<file path="config.mk">
export PLATFORM = sky130hd
export DESIGN_NAME = dpm_port_host
export DESIGN_NICKNAME = d
export VERILOG_FILES = /design/src/dpm_port_host.v
export VERILOG_INCLUDE_DIRS = /design/src /design/src/src
export SDC_FILE = /design/constraint.sdc
export NUM_CORES = 1
export LEC_CHECK = 0
export ABC_AREA = 1
export BUFFER_PORTS_ARGS = -buffer_cell sky130_fd_sc_hd__buf_2
export CAP_MARGIN = 20
export CORE_ASPECT_RATIO = 0.5
export CORE_MARGIN = 2
export CORE_UTILIZATION = 48
export DETAILED_ROUTE_END_ITERATION = 12
export PLACE_DENSITY = 0.82
export SLEW_MARGIN = 20
export SYNTH_ARGS = -nofsm -noshare
export SYNTH_HDL_FRONTEND = slang
export SYNTH_SLANG_ARGS = --single-unit
</file>
<file path="constraint.sdc">
create_clock -name I_CLK_SYS -period 1.5 [get_ports I_CLK_SYS]
set_input_delay 0.075 -clock I_CLK_SYS [delete_from_list [all_inputs] [get_ports I_CLK_SYS]]
set_output_delay 0.075 -clock I_CLK_SYS [all_outputs]
set_load 0.01 [all_outputs]
</file>
<file path="src/dpm_defs.vh">
// Constants for the dual-port memory port controller
`ifndef DPM_DEFS_VH
`define DPM_DEFS_VH
// Array geometry and mailbox words
`define DPM_ADDR_W 14
`define DPM_DATA_W 16
`define DPM_MBOX_RIGHT 14'h3FFF
`define DPM_MBOX_LEFT 14'h3FFE
`define DPM_TOKEN_ADDR_W 3
// Timing in ns (slowest grade) and clock period
`define DPM_CLK_NS 50
`define DPM_SELECT_ACCESS_DELAY_NS 20
`define DPM_OUTPUT_ENABLE_ACCESS_DELAY_NS 12
`define DPM_SELECT_TO_FLAG_DELAY_NS 20
`define DPM_TOKEN_PAUSE_TIME_NS 10
`define DPM_TOKEN_WRITE_TO_READ_DELAY_NS 10
`define DPM_WRITE_PULSE_NS 15
// Cycle counts, least times rounded up, at least one cycle
`define DPM_CYC(ns) ((((ns) + `DPM_CLK_NS - 1) / `DPM_CLK_NS) < 1 ? 1 : \
    (((ns) + `DPM_CLK_NS - 1) / `DPM_CLK_NS))
`define DPM_READ_CYC `DPM_CYC(`DPM_SELECT_ACCESS_DELAY_NS)
`define DPM_FLAG_CYC `DPM_CYC(`DPM_SELECT_TO_FLAG_DELAY_NS)
`define DPM_WRITE_CYC `DPM_CYC(`DPM_WRITE_PULSE_NS)
`define DPM_PAUSE_CYC `DPM_CYC(`DPM_TOKEN_PAUSE_TIME_NS)
`define DPM_TOKEN_READ_CYC `DPM_CYC(`DPM_TOKEN_WRITE_TO_READ_DELAY_NS + \
    `DPM_OUTPUT_ENABLE_ACCESS_DELAY_NS)
// Command codes
`define DPM_CMD_READ 2'h0
`define DPM_CMD_WRITE 2'h1
`define DPM_CMD_TOKEN_GET 2'h2
`define DPM_CMD_TOKEN_FREE 2'h3
`endif

</file>
<file path="src/dpm_port_host.v">
// Host controller for one port of an asynchronous dual-port memory
// Overview of operation
// - Array read: drive port select low first, then output enable low after the settle count.
// - Token read: drive token select low instead of port select, output enable low.
// - Writes wait until the busy input has settled.
// - Request token by writing zero, read back; zero means owned, one means poll.
// - After a token write, hold select or output enable high for the pause.
// - Token select is the latch chip select; port select stays high meanwhile.
`timescale 1ns/1ns
`include "dpm_defs.vh"

module dpm_port_host #(
    parameter AW = `DPM_ADDR_W,
    parameter DW = `DPM_DATA_W,
    parameter MBOX_OWN = `DPM_MBOX_LEFT
) (
    // Clock and reset
    input wire I_CLK_SYS,
    input wire I_RESET_N,
    // User command port
    input wire I_REQ,
    input wire [1:0] I_CMD,
    input wire [AW-1:0] I_ADDR,
    input wire [DW-1:0] I_WDATA,
    output reg O_BUSY,
    output reg O_DONE,
    output reg [DW-1:0] O_RDATA,
    output reg O_TOKEN_OWNED,
    output reg O_MBOX_EVENT,
    // Memory port pins
    output reg O_CE_N,
    output reg O_TOKEN_LATCH_SELECT_N,
    output reg O_OE_N,
    output reg O_RW_N,
    output reg [AW-1:0] O_A,
    output reg [DW-1:0] O_DQ_O,
    output reg O_DQ_OE,
    input wire [DW-1:0] I_DQ,
    input wire I_CONTENTION_N,
    input wire I_MBOX_FLAG_N
);

    localparam S_IDLE = 6'h01;
    localparam S_SETTLE = 6'h02;
    localparam S_ACCESS = 6'h04;
    localparam S_PAUSE = 6'h08;
    localparam S_TREAD = 6'h10;
    localparam S_END = 6'h20;
    localparam CW = 4;

    // ===========================================
    // Input synchronisers
    reg [DW-1:0] dq_s1_q;
    reg [DW-1:0] dq_s2_q;
    reg busy_s1_q;
    reg busy_s2_q;
    reg int_s1_q;
    reg int_s2_q;
    reg int_prev_q;

    always @(posedge I_CLK_SYS or negedge I_RESET_N) begin
        if (!I_RESET_N) begin
            dq_s1_q <= {DW{1'b0}};
            dq_s2_q <= {DW{1'b0}};
            busy_s1_q <= 1'b1;
            busy_s2_q <= 1'b1;
            int_s1_q <= 1'b1;
            int_s2_q <= 1'b1;
            int_prev_q <= 1'b1;
        end else begin
            dq_s1_q <= I_DQ;
            dq_s2_q <= dq_s1_q;
            busy_s1_q <= I_CONTENTION_N;
            busy_s2_q <= busy_s1_q;
            int_s1_q <= I_MBOX_FLAG_N;
            int_s2_q <= int_s1_q;
            int_prev_q <= int_s2_q;
        end
    end

    // ===========================================
    // Sequencer
    function [CW-1:0] cyc;
        input integer n;
        begin
            cyc = n[CW-1:0];
        end
    endfunction

    reg [5:0] state_q;
    reg [CW-1:0] cnt_q;
    reg [1:0] cmd_q;
    reg [AW-1:0] addr_q;
    reg [DW-1:0] wdata_q;
    reg is_write_q;
    reg is_token_q;
    reg lost_q;

    always @(posedge I_CLK_SYS or negedge I_RESET_N) begin
        if (!I_RESET_N) begin
            state_q <= S_IDLE;
            cnt_q <= {CW{1'b0}};
            cmd_q <= 2'h0;
            addr_q <= {AW{1'b0}};
            wdata_q <= {DW{1'b0}};
            is_write_q <= 1'b0;
            is_token_q <= 1'b0;
            lost_q <= 1'b0;
            O_BUSY <= 1'b0;
            O_DONE <= 1'b0;
            O_RDATA <= {DW{1'b0}};
            O_TOKEN_OWNED <= 1'b0;
            O_MBOX_EVENT <= 1'b0;
            O_CE_N <= 1'b1;
            O_TOKEN_LATCH_SELECT_N <= 1'b1;
            O_OE_N <= 1'b1;
            O_RW_N <= 1'b1;
            O_A <= {AW{1'b0}};
            O_DQ_O <= {DW{1'b0}};
            O_DQ_OE <= 1'b0;
        end else begin
            O_DONE <= 1'b0;
            // Falling mailbox flag means the other port left a message
            O_MBOX_EVENT <= int_prev_q & ~int_s2_q;
            cnt_q <= cnt_q - {{(CW-1){1'b0}}, (cnt_q != {CW{1'b0}})};
            case (state_q)
                S_IDLE: begin
                    if (I_REQ) begin
                        cmd_q <= I_CMD;
                        addr_q <= I_ADDR;
                        wdata_q <= I_WDATA;
                        is_write_q <= (I_CMD != `DPM_CMD_READ);
                        is_token_q <= I_CMD[1];
                        lost_q <= 1'b0;
                        O_BUSY <= 1'b1;
                        O_RW_N <= 1'b1;
                        if (I_CMD[1]) begin
                            // Port select stays high for token access
                            O_TOKEN_LATCH_SELECT_N <= 1'b0;
                            O_CE_N <= 1'b1;
                            O_A <= {{(AW-3){1'b0}}, I_ADDR[2:0]};
                        end else begin
                            O_CE_N <= 1'b0;
                            O_A <= I_ADDR;
                        end
                        cnt_q <= cyc(`DPM_FLAG_CYC + 2);
                        state_q <= S_SETTLE;
                    end
                end
                S_SETTLE: begin
                    // Flag plus synchroniser delay must elapse before a write
                    if (cnt_q == {CW{1'b0}}) begin
                        lost_q <= ~busy_s2_q;
                        if (is_write_q) begin
                            O_RW_N <= 1'b0;
                            O_DQ_OE <= 1'b1;
                            // Token write carries only bit zero
                            O_DQ_O <= is_token_q ? {{(DW-1){1'b0}},
                                cmd_q == `DPM_CMD_TOKEN_FREE} : wdata_q;
                            cnt_q <= cyc(`DPM_WRITE_CYC);
                        end else begin
                            O_OE_N <= 1'b0;
                            cnt_q <= cyc(`DPM_READ_CYC + 2);
                        end
                        state_q <= S_ACCESS;
                    end
                end
                S_ACCESS: begin
                    if (cnt_q == {CW{1'b0}}) begin
                        O_RW_N <= 1'b1;
                        O_DQ_OE <= 1'b0;
                        O_OE_N <= 1'b1;
                        if (!is_write_q) begin
                            O_RDATA <= dq_s2_q;
                        end
                        if (cmd_q == `DPM_CMD_TOKEN_FREE) begin
                            O_TOKEN_OWNED <= 1'b0;
                        end
                        if (cmd_q == `DPM_CMD_TOKEN_GET) begin
                            // Deselect for the pause before read-back
                            O_TOKEN_LATCH_SELECT_N <= 1'b1;
                            cnt_q <= cyc(`DPM_PAUSE_CYC);
                            state_q <= S_PAUSE;
                        end else begin
                            state_q <= S_END;
                        end
                    end
                end
                S_PAUSE: begin
                    if (cnt_q == {CW{1'b0}}) begin
                        O_TOKEN_LATCH_SELECT_N <= 1'b0;
                        O_OE_N <= 1'b0;
                        cnt_q <= cyc(`DPM_TOKEN_READ_CYC + 2);
                        state_q <= S_TREAD;
                    end
                end
                S_TREAD: begin
                    if (cnt_q == {CW{1'b0}}) begin
                        O_OE_N <= 1'b1;
                        O_RDATA <= dq_s2_q;
                        // Zero read back means this side holds the token
                        O_TOKEN_OWNED <= ~dq_s2_q[0];
                        state_q <= S_END;
                    end
                end
                S_END: begin
                    O_CE_N <= 1'b1;
                    O_TOKEN_LATCH_SELECT_N <= 1'b1;
                    O_BUSY <= 1'b0;
                    O_DONE <= 1'b1;
                    state_q <= S_IDLE;
                end
                default: begin
                    state_q <= S_IDLE;
                end
            endcase
        end
    end

endmodule // dpm_port_host

</file>
==> results of run 1 <==
## metal layers
layer	wire length (um)	share of wire, %	global-route usage [%]	vias to the layer above
met2	8090	46	46.7	385
met4	1220	7.0	18.8	0
met3	1490	8.6	7.09	141
li1	-	-	-	1937
met1	6650	38	30.4	2292
met5	0	0	0	-
## critical path, stage by stage, from the launching register on
cell       delay (ns)
dfrtp_1          0.45
nor2_4           0.22
buf_12           0.15
nand3_4          0.09
nor2_4           0.18
clkinv_4         0.16
clkbuf_16        0.20
nand2_2          0.07
nand2_1          0.06
## placed cells by master, fill, tap and decap left out, drive strengths merged
cell	n
nor3	2
dfstp	8
ha	3
clkbuf	25
buf	164
or2	1
clkinvlp	5
nand2	188
nand4	5
diode	1
nor2	28
o22ai	1
nand3	42
inv	26
xnor2	1
clkinv	7
dlygate4sd3	50
o21ai	28
o211ai	2
a21oi	3
dfrtp	111
bufinv	3
xor2	1
## final timing paths
| kind | to | slack [ns] | depth (start not counted) |
|---|---|---|---|
| max | wdata_q[12] | -0.21 | 8 |
| min | cnt_q[0] | 0.09 | 5 |
| max reg2reg | wdata_q[12] | -0.21 | 8 |
| min reg2reg | dq_s2_q[12] | 0.35 | 0 |
| max in group asynchronous | int_s1_q | 0.67 | 3 |
| min in group asynchronous | O_A[10] | 0.17 | 2 |
## layout make-up
cell class / instances / area share, %
Timing Repair Buffer: 220 / 23.3
Tap cell: 121 / 2.00
Clock inverter: 13 / 2.03
Inverter: 28 / 1.57
Sequential cell: 119 / 39.5
Multi-Input combinational cell: 305 / 25.8
Antenna cell: 1 / 0.0330
Clock buffer: 19 / 5.85
## what timing repair did
| item | CTS | global route |
|---|---|---|
| endpoints found under the setup margin | 71 | 82 |
| hold buffers | 50 | 0 |
| buffers inserted | 11 | 19 |
| gates resized for setup | 33 | 176 |
| cloned | 1 | 9 |
| pin swaps | 9 | 41 |
| hold endpoints to repair | 152 | 0 |
## flip-flops by register name, indices dropped and copies added (netlist names), 2 cells and up
| name | cells |
|---|---|
| cmd_q | 2 |
| O_A | 14 |
| O_DQ_O | 16 |
| dq_s2_q | 16 |
| cnt_q | 4 |
| state_q | 6 |
| dq_s1_q | 16 |
| wdata_q | 16 |
| O_RDATA | 16 |
## cell families (layout without fill, tap and decap cells)
group / count (synthesis) / after routing / share of synthesized area (%)
AO/OA/AOI/OAI: 34 / 34 / 3.89
XOR/XNOR: 2 / 2 / 0.386
adder cells (fa/ha/maj): 3 / 3 / 0.827
buffers and inverters: 43 / 280 / 4.24
flip-flops: 119 / 119 / 65.8
other: 0 / 1 / 0
AND/OR/NAND/NOR: 265 / 266 / 24.9
## power by group
group          switching, mW  internal [mW]  leakage, nW
combinational           3.28           2.46         2.10
sequential             0.789           4.08         1.49
clock                   1.52           2.64        0.285
==> summary.txt, run 1 <==
Run status
  • Outcome: finished with violations
  • Failing checks: setup timing

Drt
  • Drt pass-1 iters: 6
  • WL final: about 17000 um
  • Wire per inst: 21.1 um
  • Final ANT Viol Nets: 0
  • Drt initial violations: between 500 and 600
  • Drt drc: 0
  • DR vias: 4755
  • Via density per instance: 5.76

Timing
  • Max frequency: ~0.58 GHz
  • Final hold slack: 0.0921 ns
  • Skew final: slightly above 0.007 ns
  • Slew @ Worst Pin: 0.438 ns
  • RSZ-0062 raised after global routing: true
  • Hold Fails Final Rpt: 0
  • Rel. slew slack: approximately 71%
  • Count of pins over their slew limit: 0
  • Final worst setup slack: -0.210 ns
  • TNS Setup: -9.79 ns
  • Post-route minimum period: roughly 1.7 ns
  • Setup Viol. Count Final: 82
  • Final Cycle Share: 114%

Clock network
  • Htree depth: 4
  • CTS tree: done
  • Worst-path clk slew: 0.06 ns
  • Clk root buf: clkbuf_16
  • Skew-Pair Late Insertion Delay: 0.42 ns
  • CTS buffer count: 17
  • CTS max path bufs: 2
  • Clock sinks: about 120

Setup path
  • Critical-path maximum fanout: 7
  • WP data required: approximately 1.8 ns
  • Crit. End Element: register
  • Crit path launch type: register
  • Crit path DAT: around 2.0 ns
  • Reg2reg start: state_q[2]
  • Critical path launch point: state_q[2]
  • Critical path type: register to register

Layout
  • Fill count: between 400 and 500
  • Fraction of layout cells with a size suffix above 1: between 40% and 50%
  • Layout net count: ~750
  • Final Util: roughly 81%
  • Multi-input logic area: roughly 0.002 mm^2
  • Post-Layout Cell Count: just over 800
  • P&R area growth vs syn: 66.9%
  • Design area: 0.00758 mm^2
  • Register Area: ~0.0030 mm^2

Synthesis
  • Most frequent cell after synthesis: nand2_1
  • Commonest cells in the netlist: nand2_1 (184), dfrtp_1 (111), nand3_1 (41), o21ai_0 (28), inv_1 (26)
  • Ys async rst share: 100%
  • Synth top area cells: dfrtp_1 (61%), nand2_1 (15%), dfstp_2 (4.6%)
  • Syn Nets: approximately 520
  • Share of the synthesized area in the top cell type: 61.2%
  • Post-synth design cell area: 0.00454 mm^2
  • Synth Flop Type: dfrtp_1
  • Yosys top cell by area: dfrtp_1
  • Cells after synthesis: between 400 and 500
  • Sequential cell area fraction in the yosys report: ~66%
  • Yosys Warn Count: 0
  • Mean Syn Cell Area: between 9 and 10 um^2
  • Post-synthesis cell type count: 28
  • Number of synthesized flops with an enable pin: 0
  • Seq cells post-synth: ~120

Placement
  • Pre-CTS WS: -0.0810 ns
  • Placed cell area: 0.00543 mm^2
  • Post-DP HPWL: ~6700 um
  • # port buffers: 106
  • Dpl cells: 706
  • Gp weighted congestion: 0.932

Die
  • Boundary Pins: roughly 110
  • Num rows: 25
  • Total die area: approximately 0.010 mm^2
  • Die height: around 73 um
  • Die Wd: ~140 um
  • Initial Util: between 40 and 50%
  • Placeable core area: 0.00932 mm^2

Pwr
  • VDD IR max: 1.39 mV
  • PwrDens: ~2000 mW/mm^2
  • Tot Pwr: roughly 15 mW
  • P_leak: 3.88 nW

Job
  • Max Cap Viol: 0

GRT
  • GR Overflow Total: 0
  • Number of global-route vias before repair: between 4k and 5k
  • Total GRT Usage: around 27%
  • Largest net degree at the start of global routing: 36
  • First-pass GRT wire length: 21000 um
  • Initial antenna violation count: 1

Min path
  • Worst hold path class: input pin to register
  • Worst Hold Launch: I_REQ
(Power assumes the default switching activity.)
==> run 2: changes to the inputs <==
Settings changed: RECOVER_POWER set to 50.
==> summary.txt, run 2 (synthesized netlist as in run 1, its figures left out) <==
Setup path
  • Crit path to: wdata_q[12]
  • Critical path launch point: state_q[2]
  • Crit path launch type: register
  • Highest-delay cell along the critical path: dfrtp_1
  • Crit. End Element: register
  • CP dominant cell by count: nor2_4
  • FF-to-FF End: wdata_q[12]
  • Critical-path maximum fanout: 7 (unchanged)
  • Reg2reg start: state_q[2]
  • Critical-path cell list: nor2_4, buf_12, nand3_4, nor2_4, clkinv_4, clkbuf_16, nand2_2, nand2_1
  • WP data required: 1.79 ns (about the same)
  • Critical path type: register to register
  • Crit path DAT: 2.00 ns (about the same)
  • Register-to-Register Path Depth: 8 (unchanged)
  • CP Depth: 8 (unchanged)
  • R2R setup slack: -0.20 ns (about the same)
  • Crit path max-delay family: simple AND/OR/NAND/NOR gates
  • Max stage delay on crit path: 0.45 ns (about the same)
  • CP bufs+invs: 3 (unchanged)

Timing
  • TNS Setup: -9.16 ns (+0.637 ns)
  • Hold Fails Final Rpt: 0 (unchanged)
  • Final Cycle Share: 114% (-0.41 points)
  • Max frequency: 0.587 GHz (+0.36%)
  • Post-route minimum period: 1.70 ns (-0.00613 ns)
  • Slew @ Worst Pin: 0.775 ns (+0.337 ns)
  • Setup Viol. Count Final: 82 (unchanged)
  • Count of pins over their slew limit: 0 (unchanged)
  • RSZ-0062 raised after global routing: true
  • Rel. slew slack: 48.3% (-22 points)
  • Skew final: 0.0123 ns (+0.00510 ns)
  • Final worst setup slack: -0.204 ns (+0.00613 ns)

Clock network
  • Skew-Pair Late Insertion Delay: 0.42 ns (about the same)
  • Htree depth: 4 (unchanged)
  • CTS tree: done
  • Worst-path clk slew: 0.06 ns (about the same)
  • Clk root buf: clkbuf_16
  • CTS buffer count: 17 (unchanged)
  • Clock sinks: 119 (unchanged)
  • CTS max path bufs: 2 (unchanged)

Placement
  • # port buffers: 106 (unchanged)
  • Gp weighted congestion: 0.932 (unchanged)
  • Placed cell area: 0.00543 mm^2 (unchanged)
  • Post-DP HPWL: 6710 um (unchanged)

Drt
  • Drt pass-1 iters: 7 (+1)
  • Via density per instance: 5.74 (-0.23%)
  • Wire per inst: 21.0 um (-0.56%)
  • Drt drc: 0 (unchanged)
  • WL final: 17400 um (-0.56%)
  • DR vias: 4744 (-0.23%)
  • Drt initial violations: 573 (-0.35%)
  • Final ANT Viol Nets: 0 (unchanged)

Pwr
  • P_leak: 3.86 nW (-0.51%)
  • PwrDens: 1950 mW/mm^2 (+0.21%)
  • VDD IR max: 1.38 mV (-0.69%)

Layout
  • Fraction of layout cells with a size suffix above 1: 48.2% (-0.57 points)
  • Most frequent cells in the layout: dfrtp_1 (109), nand2_1 (105), buf_2 (102), nand2_2 (52), dlygate4sd3_1 (50)
  • Layout net count: 747 (unchanged)
  • Most common cell after layout, fill and taps aside: dfrtp_1
  • P&R area growth vs syn: 66.1%
  • Design area: 0.00754 mm^2 (-0.45%)

Die
  • Num rows: 25 (unchanged)
  • Placeable core area: 0.00932 mm^2 (unchanged)
  • Initial Util: 48.7% (unchanged)
  • Die Wd: 142 um (unchanged)
  • Boundary Pins: 108 (unchanged)
  • Die height: 72.8 um (unchanged)
  • Total die area: 0.0103 mm^2 (unchanged)

GRT
  • First-pass GRT wire length: 21000 um (unchanged)
  • Largest net degree at the start of global routing: 36 (unchanged)
  • Number of global-route vias before repair: 4274 (unchanged)
  • Total GRT Usage: 27.1% (unchanged)
  • GR Overflow Total: 0 (unchanged)
  • Initial antenna violation count: 1 (unchanged)

Run status
  • Failing checks: setup timing
  • Outcome: finished with violations

Min path
  • Worst hold path class: input pin to register

Job
  • Max Cap Viol: 0 (unchanged)
run 2: worst min path at each step:
stage	start	to	slack [ns]	depth (start not counted)
floorplan	I_RESET_N	O_A[0]	-0.22	0
CTS	I_REQ	cnt_q[0]	0.02	5
global route	I_REQ	cnt_q[0]	0.11	5
finish	I_REQ	cnt_q[0]	0.09	5
detailed placement	I_RESET_N	is_write_q	0.04	1
global placement	I_RESET_N	O_A[5]	0.04	1
run 2: per-layer routing:
layer	track usage, %	wire (um)	share of wire, %
met5	0	0	0
met4	18.8	1230	7.1
met3	7.09	1710	9.9
met2	46.7	8070	47
met1	30.4	6340	37
run 2: worst reg2reg max path, stage by stage, from the launching register on:
cell and delay, ns:
dfrtp_1 0.45, nor2_4 0.22, buf_12 0.15, nand3_4 0.09, nor2_4 0.18, clkinv_4 0.16
clkbuf_16 0.21, nand2_2 0.08, nand2_1 0.06
run 2: area by class of cell:
cell class	instances	area, um^2
diodes	1	2.50
clock buffers	19	443
clock inverters	13	154
fillers	454	1780
inverters	28	119
multi-input cells	305	1950
flip-flops and latches	119	2990
well taps	121	151
repair buffers	220	1730
run 2: metrics by stage:
| step | hold WS [ns] | worst slack, ns | total power [mW] | util [%] | instances |
|---|---|---|---|---|---|
| after floorplan | -0.221 | 0.00170 | 6.48 | - | 466 |
| after global placement | 0.0421 | 0.0135 | 7.67 | 58.2 | 706 |
| after detailed placement | 0.0418 | -0.0810 | 7.82 | 58.2 | 706 |
| after CTS | 0.0192 | -0.0343 | 12.3 | 72.2 | 800 |
| after global routing | 0.109 | -0.236 | 15.2 | 80.9 | 825 |
| final | 0.0851 | -0.204 | 14.7 | 80.9 | 826 |
run 2: power by group:
group,leakage (nW),internal (mW),switching [mW]
logic,2.08,2.45,3.28
clock network,0.285,2.64,1.50
registers,1.49,4.08,0.789
run 2: what timing repair did:
action                     in CTS  in global routing
hold buffers                   50                  0
cloned                          1                  9
setup endpoints to repair      71                 82
pin swaps                       9                 41
gates resized for setup        33                176
setup buffers                  11                 19
hold endpoints to repair      152                  0
==> run 3: changes to the inputs <==
Settings changed: TNS_END_PERCENT set to 5.
==> summary.txt, run 3 (synthesized netlist as in run 1, its figures left out) <==
Drt
  • WL final: 15700 um (-9.6%)
  • Max layer used: met4
  • Drt drc: 0 (unchanged)
  • DR vias: 4436 (-6.5%)
  • Wire per inst: 19.2 um (-8.4%)
  • Met1 wire length: 5870 um (-7.3%)
  • Detail Route met3 WL: 1150 um (-33%)
  • Met2 wire length: 7630 um (-5.4%)
  • Via density per instance: 5.44 (-5.2%)
  • Final ANT Viol Nets: 0 (unchanged)
  • Drt initial violations: 529 (-7.7%)
  • Drt pass-1 iters: 7 (unchanged)

Layout
  • Most frequent cells in the layout: nand2_1 (151), dfrtp_1 (110), buf_2 (102), dlygate4sd3_1 (50), buf_4 (38)
  • Fraction of layout cells with a size suffix above 1: 37.1% (-11 points)
  • Layout net count: 735 (-1.6%)
  • P&R area growth vs syn: 53.3%
  • Most common cell after layout, fill and taps aside: nand2_1

Clock network
  • Skew-Pair Late Insertion Delay: 0.41 ns (about the same)
  • Htree depth: 4 (unchanged)
  • Clock sinks: 119 (unchanged)
  • CTS tree: done
  • Clk root buf: clkbuf_16
  • Worst-path clk slew: 0.06 ns (about the same)
  • CTS buffer count: 17 (unchanged)
  • CTS max path bufs: 2 (unchanged)

Placement
  • # port buffers: 106 (unchanged)
  • Post-DP HPWL: 6710 um (unchanged)
  • Gp weighted congestion: 0.932 (unchanged)

Die
  • Die height: 72.8 um (unchanged)
  • Total die area: 0.0103 mm^2 (unchanged)
  • Initial Util: 48.7% (unchanged)
  • Boundary Pins: 108 (unchanged)
  • Num rows: 25 (unchanged)
  • Placeable core area: 0.00932 mm^2 (unchanged)
  • Die Wd: 142 um (unchanged)

Pwr
  • VDD IR max: 1.05 mV (-24%)
  • P_leak: 3.67 nW (-4.8%)
  • Tot Pwr: 13.4 mW (-9.0%)
  • PwrDens: 1930 mW/mm^2 (-1.3%)

Timing
  • Hold Fails Final Rpt: 0 (unchanged)
  • Final Cycle Share: 118% (+4.8 points)
  • TNS Setup: -13.60 ns (-4.44 ns)
  • Count of pins over their slew limit: 0 (unchanged)
  • Final hold slack: 0.151 ns (+0.0664 ns)
  • Slew @ Worst Pin: 0.813 ns (+0.0381 ns)
  • Max frequency: 0.563 GHz (-4.0%)
  • Post-route minimum period: 1.78 ns (+0.0714 ns)
  • Setup Viol. Count Final: 82 (unchanged)
  • Final worst setup slack: -0.276 ns (-0.0714 ns)
  • Rel. slew slack: 45.8% (-2.5 points)
  • Skew final: 0.00991 ns (-0.00237 ns)
  • RSZ-0062 raised after global routing: true

GRT
  • Total GRT Usage: 25.4% (-1.8 points)
  • GR Overflow Total: 0 (unchanged)
  • Initial antenna violation count: 1 (unchanged)
  • Number of global-route vias before repair: 4174 (-2.3%)
  • Largest net degree at the start of global routing: 36 (unchanged)
  • First-pass GRT wire length: 19900 um (-5.2%)

Setup path
  • Crit path max-delay family: simple AND/OR/NAND/NOR gates
  • WP data required: 1.79 ns (about the same)
  • Critical-path maximum fanout: 5 (-2)
  • CP bufs+invs: 1 (-2)
  • Max stage delay on crit path: 0.44 ns (about the same)
  • Crit. End Element: register
  • Crit path DAT: 2.06 ns (+0.06 ns)
  • Highest-delay cell along the critical path: dfrtp_1
  • Reg2reg start: state_q[2]
  • Critical path type: register to register
  • Critical-path cell list: nor2_4, buf_4, nand4_1, nand3_1, nand2_1, o21ai_0
  • Crit path launch type: register
  • Critical path launch point: state_q[2]

Run status
  • Outcome: finished with violations
  • Failing checks: setup timing

Job
  • Max Cap Viol: 0 (unchanged)

Min path
  • Worst hold path class: input pin to register
  • Worst Hold Launch: I_REQ
[run 3: cell types whose count changed in the layout (fill, tap and decap cells not counted), moves of 4 or more]
cell     previous run  this run
o21ai_0             6        22
o21ai_1            11         5
buf_4              34        38
nand2_1           105       151
nand3_1            32        37
o21ai_2             9         1
nand2_4            29         2
nand2_2            52        33
buf_6              16         4
[run 3: path summary, 6_finish.rpt]
path | cells after the start | end | slack, ns
min in group asynchronous | 2 | is_write_q | 0.31
setup / recovery | 6 | O_DQ_OE | -0.28
hold / removal | 5 | cnt_q[0] | 0.15
setup reg to reg | 6 | O_DQ_OE | -0.28
hold reg to reg | 0 | dq_s2_q[11] | 0.35
max in group asynchronous | 3 | O_OE_N | 0.11
[run 3: timing repair]
action | CTS | global route
endpoints found under the setup margin | 71 | 82
gates cloned | 0 | 4
hold buffers | 50 | 0
pin swaps | 8 | 23
hold endpoints to repair | 152 | 0
buffers inserted | 10 | 11
resized for setup | 16 | 58
[run 3: metal layers]
| layer | vias to the layer above | global-route usage, % |
|---|---|---|
| li1 | 1907 | - |
| met1 | 2091 | 28.8 |
| met2 | 321 | 44.0 |
| met3 | 117 | 6.82 |
| met4 | 0 | 15.4 |
| met5 | - | 0 |
[run 3: cell type report]
type	instances	area [um^2]
fill	562	2360
clock inverter	13	154
tap	121	151
inverter	28	116
multi-input combinational	304	1550
sequential	119	2990
antenna	2	5.00
timing repair buffer	209	1550
clock buffer	19	443
[run 3: power breakdown]
| part | leakage (nW) | switching [mW] | internal, mW |
|---|---|---|---|
| Combinational | 1.89 | 2.70 | 1.88 |
| Sequential | 1.49 | 0.608 | 4.08 |
| Clock | 0.285 | 1.51 | 2.64 |
[run 3: metrics by stage]
| step | std cells | cell area, um^2 | util [%] | worst slack [ns] |
|---|---|---|---|---|
| floorplan | 466 | 4570 | - | 0.00170 |
| global route | 814 | 6960 | 74.6 | -0.403 |
| detailed placement | 706 | 5430 | 58.2 | -0.0810 |
| global placement | 706 | 5430 | 58.2 | 0.0135 |
| finish | 815 | 6960 | 74.7 | -0.276 |
| CTS | 798 | 6660 | 71.4 | -0.0470 |
[run 3: worst min-delay path, delay by kind of cell]
| family | cells | cell delay (ns) |
|---|---|---|
| AOI/OAI and AO/OA | 2 | 0.19 |
| buffers and inverters | 1 | 0.09 |
| and+or+nand+nor | 2 | 0.16 |
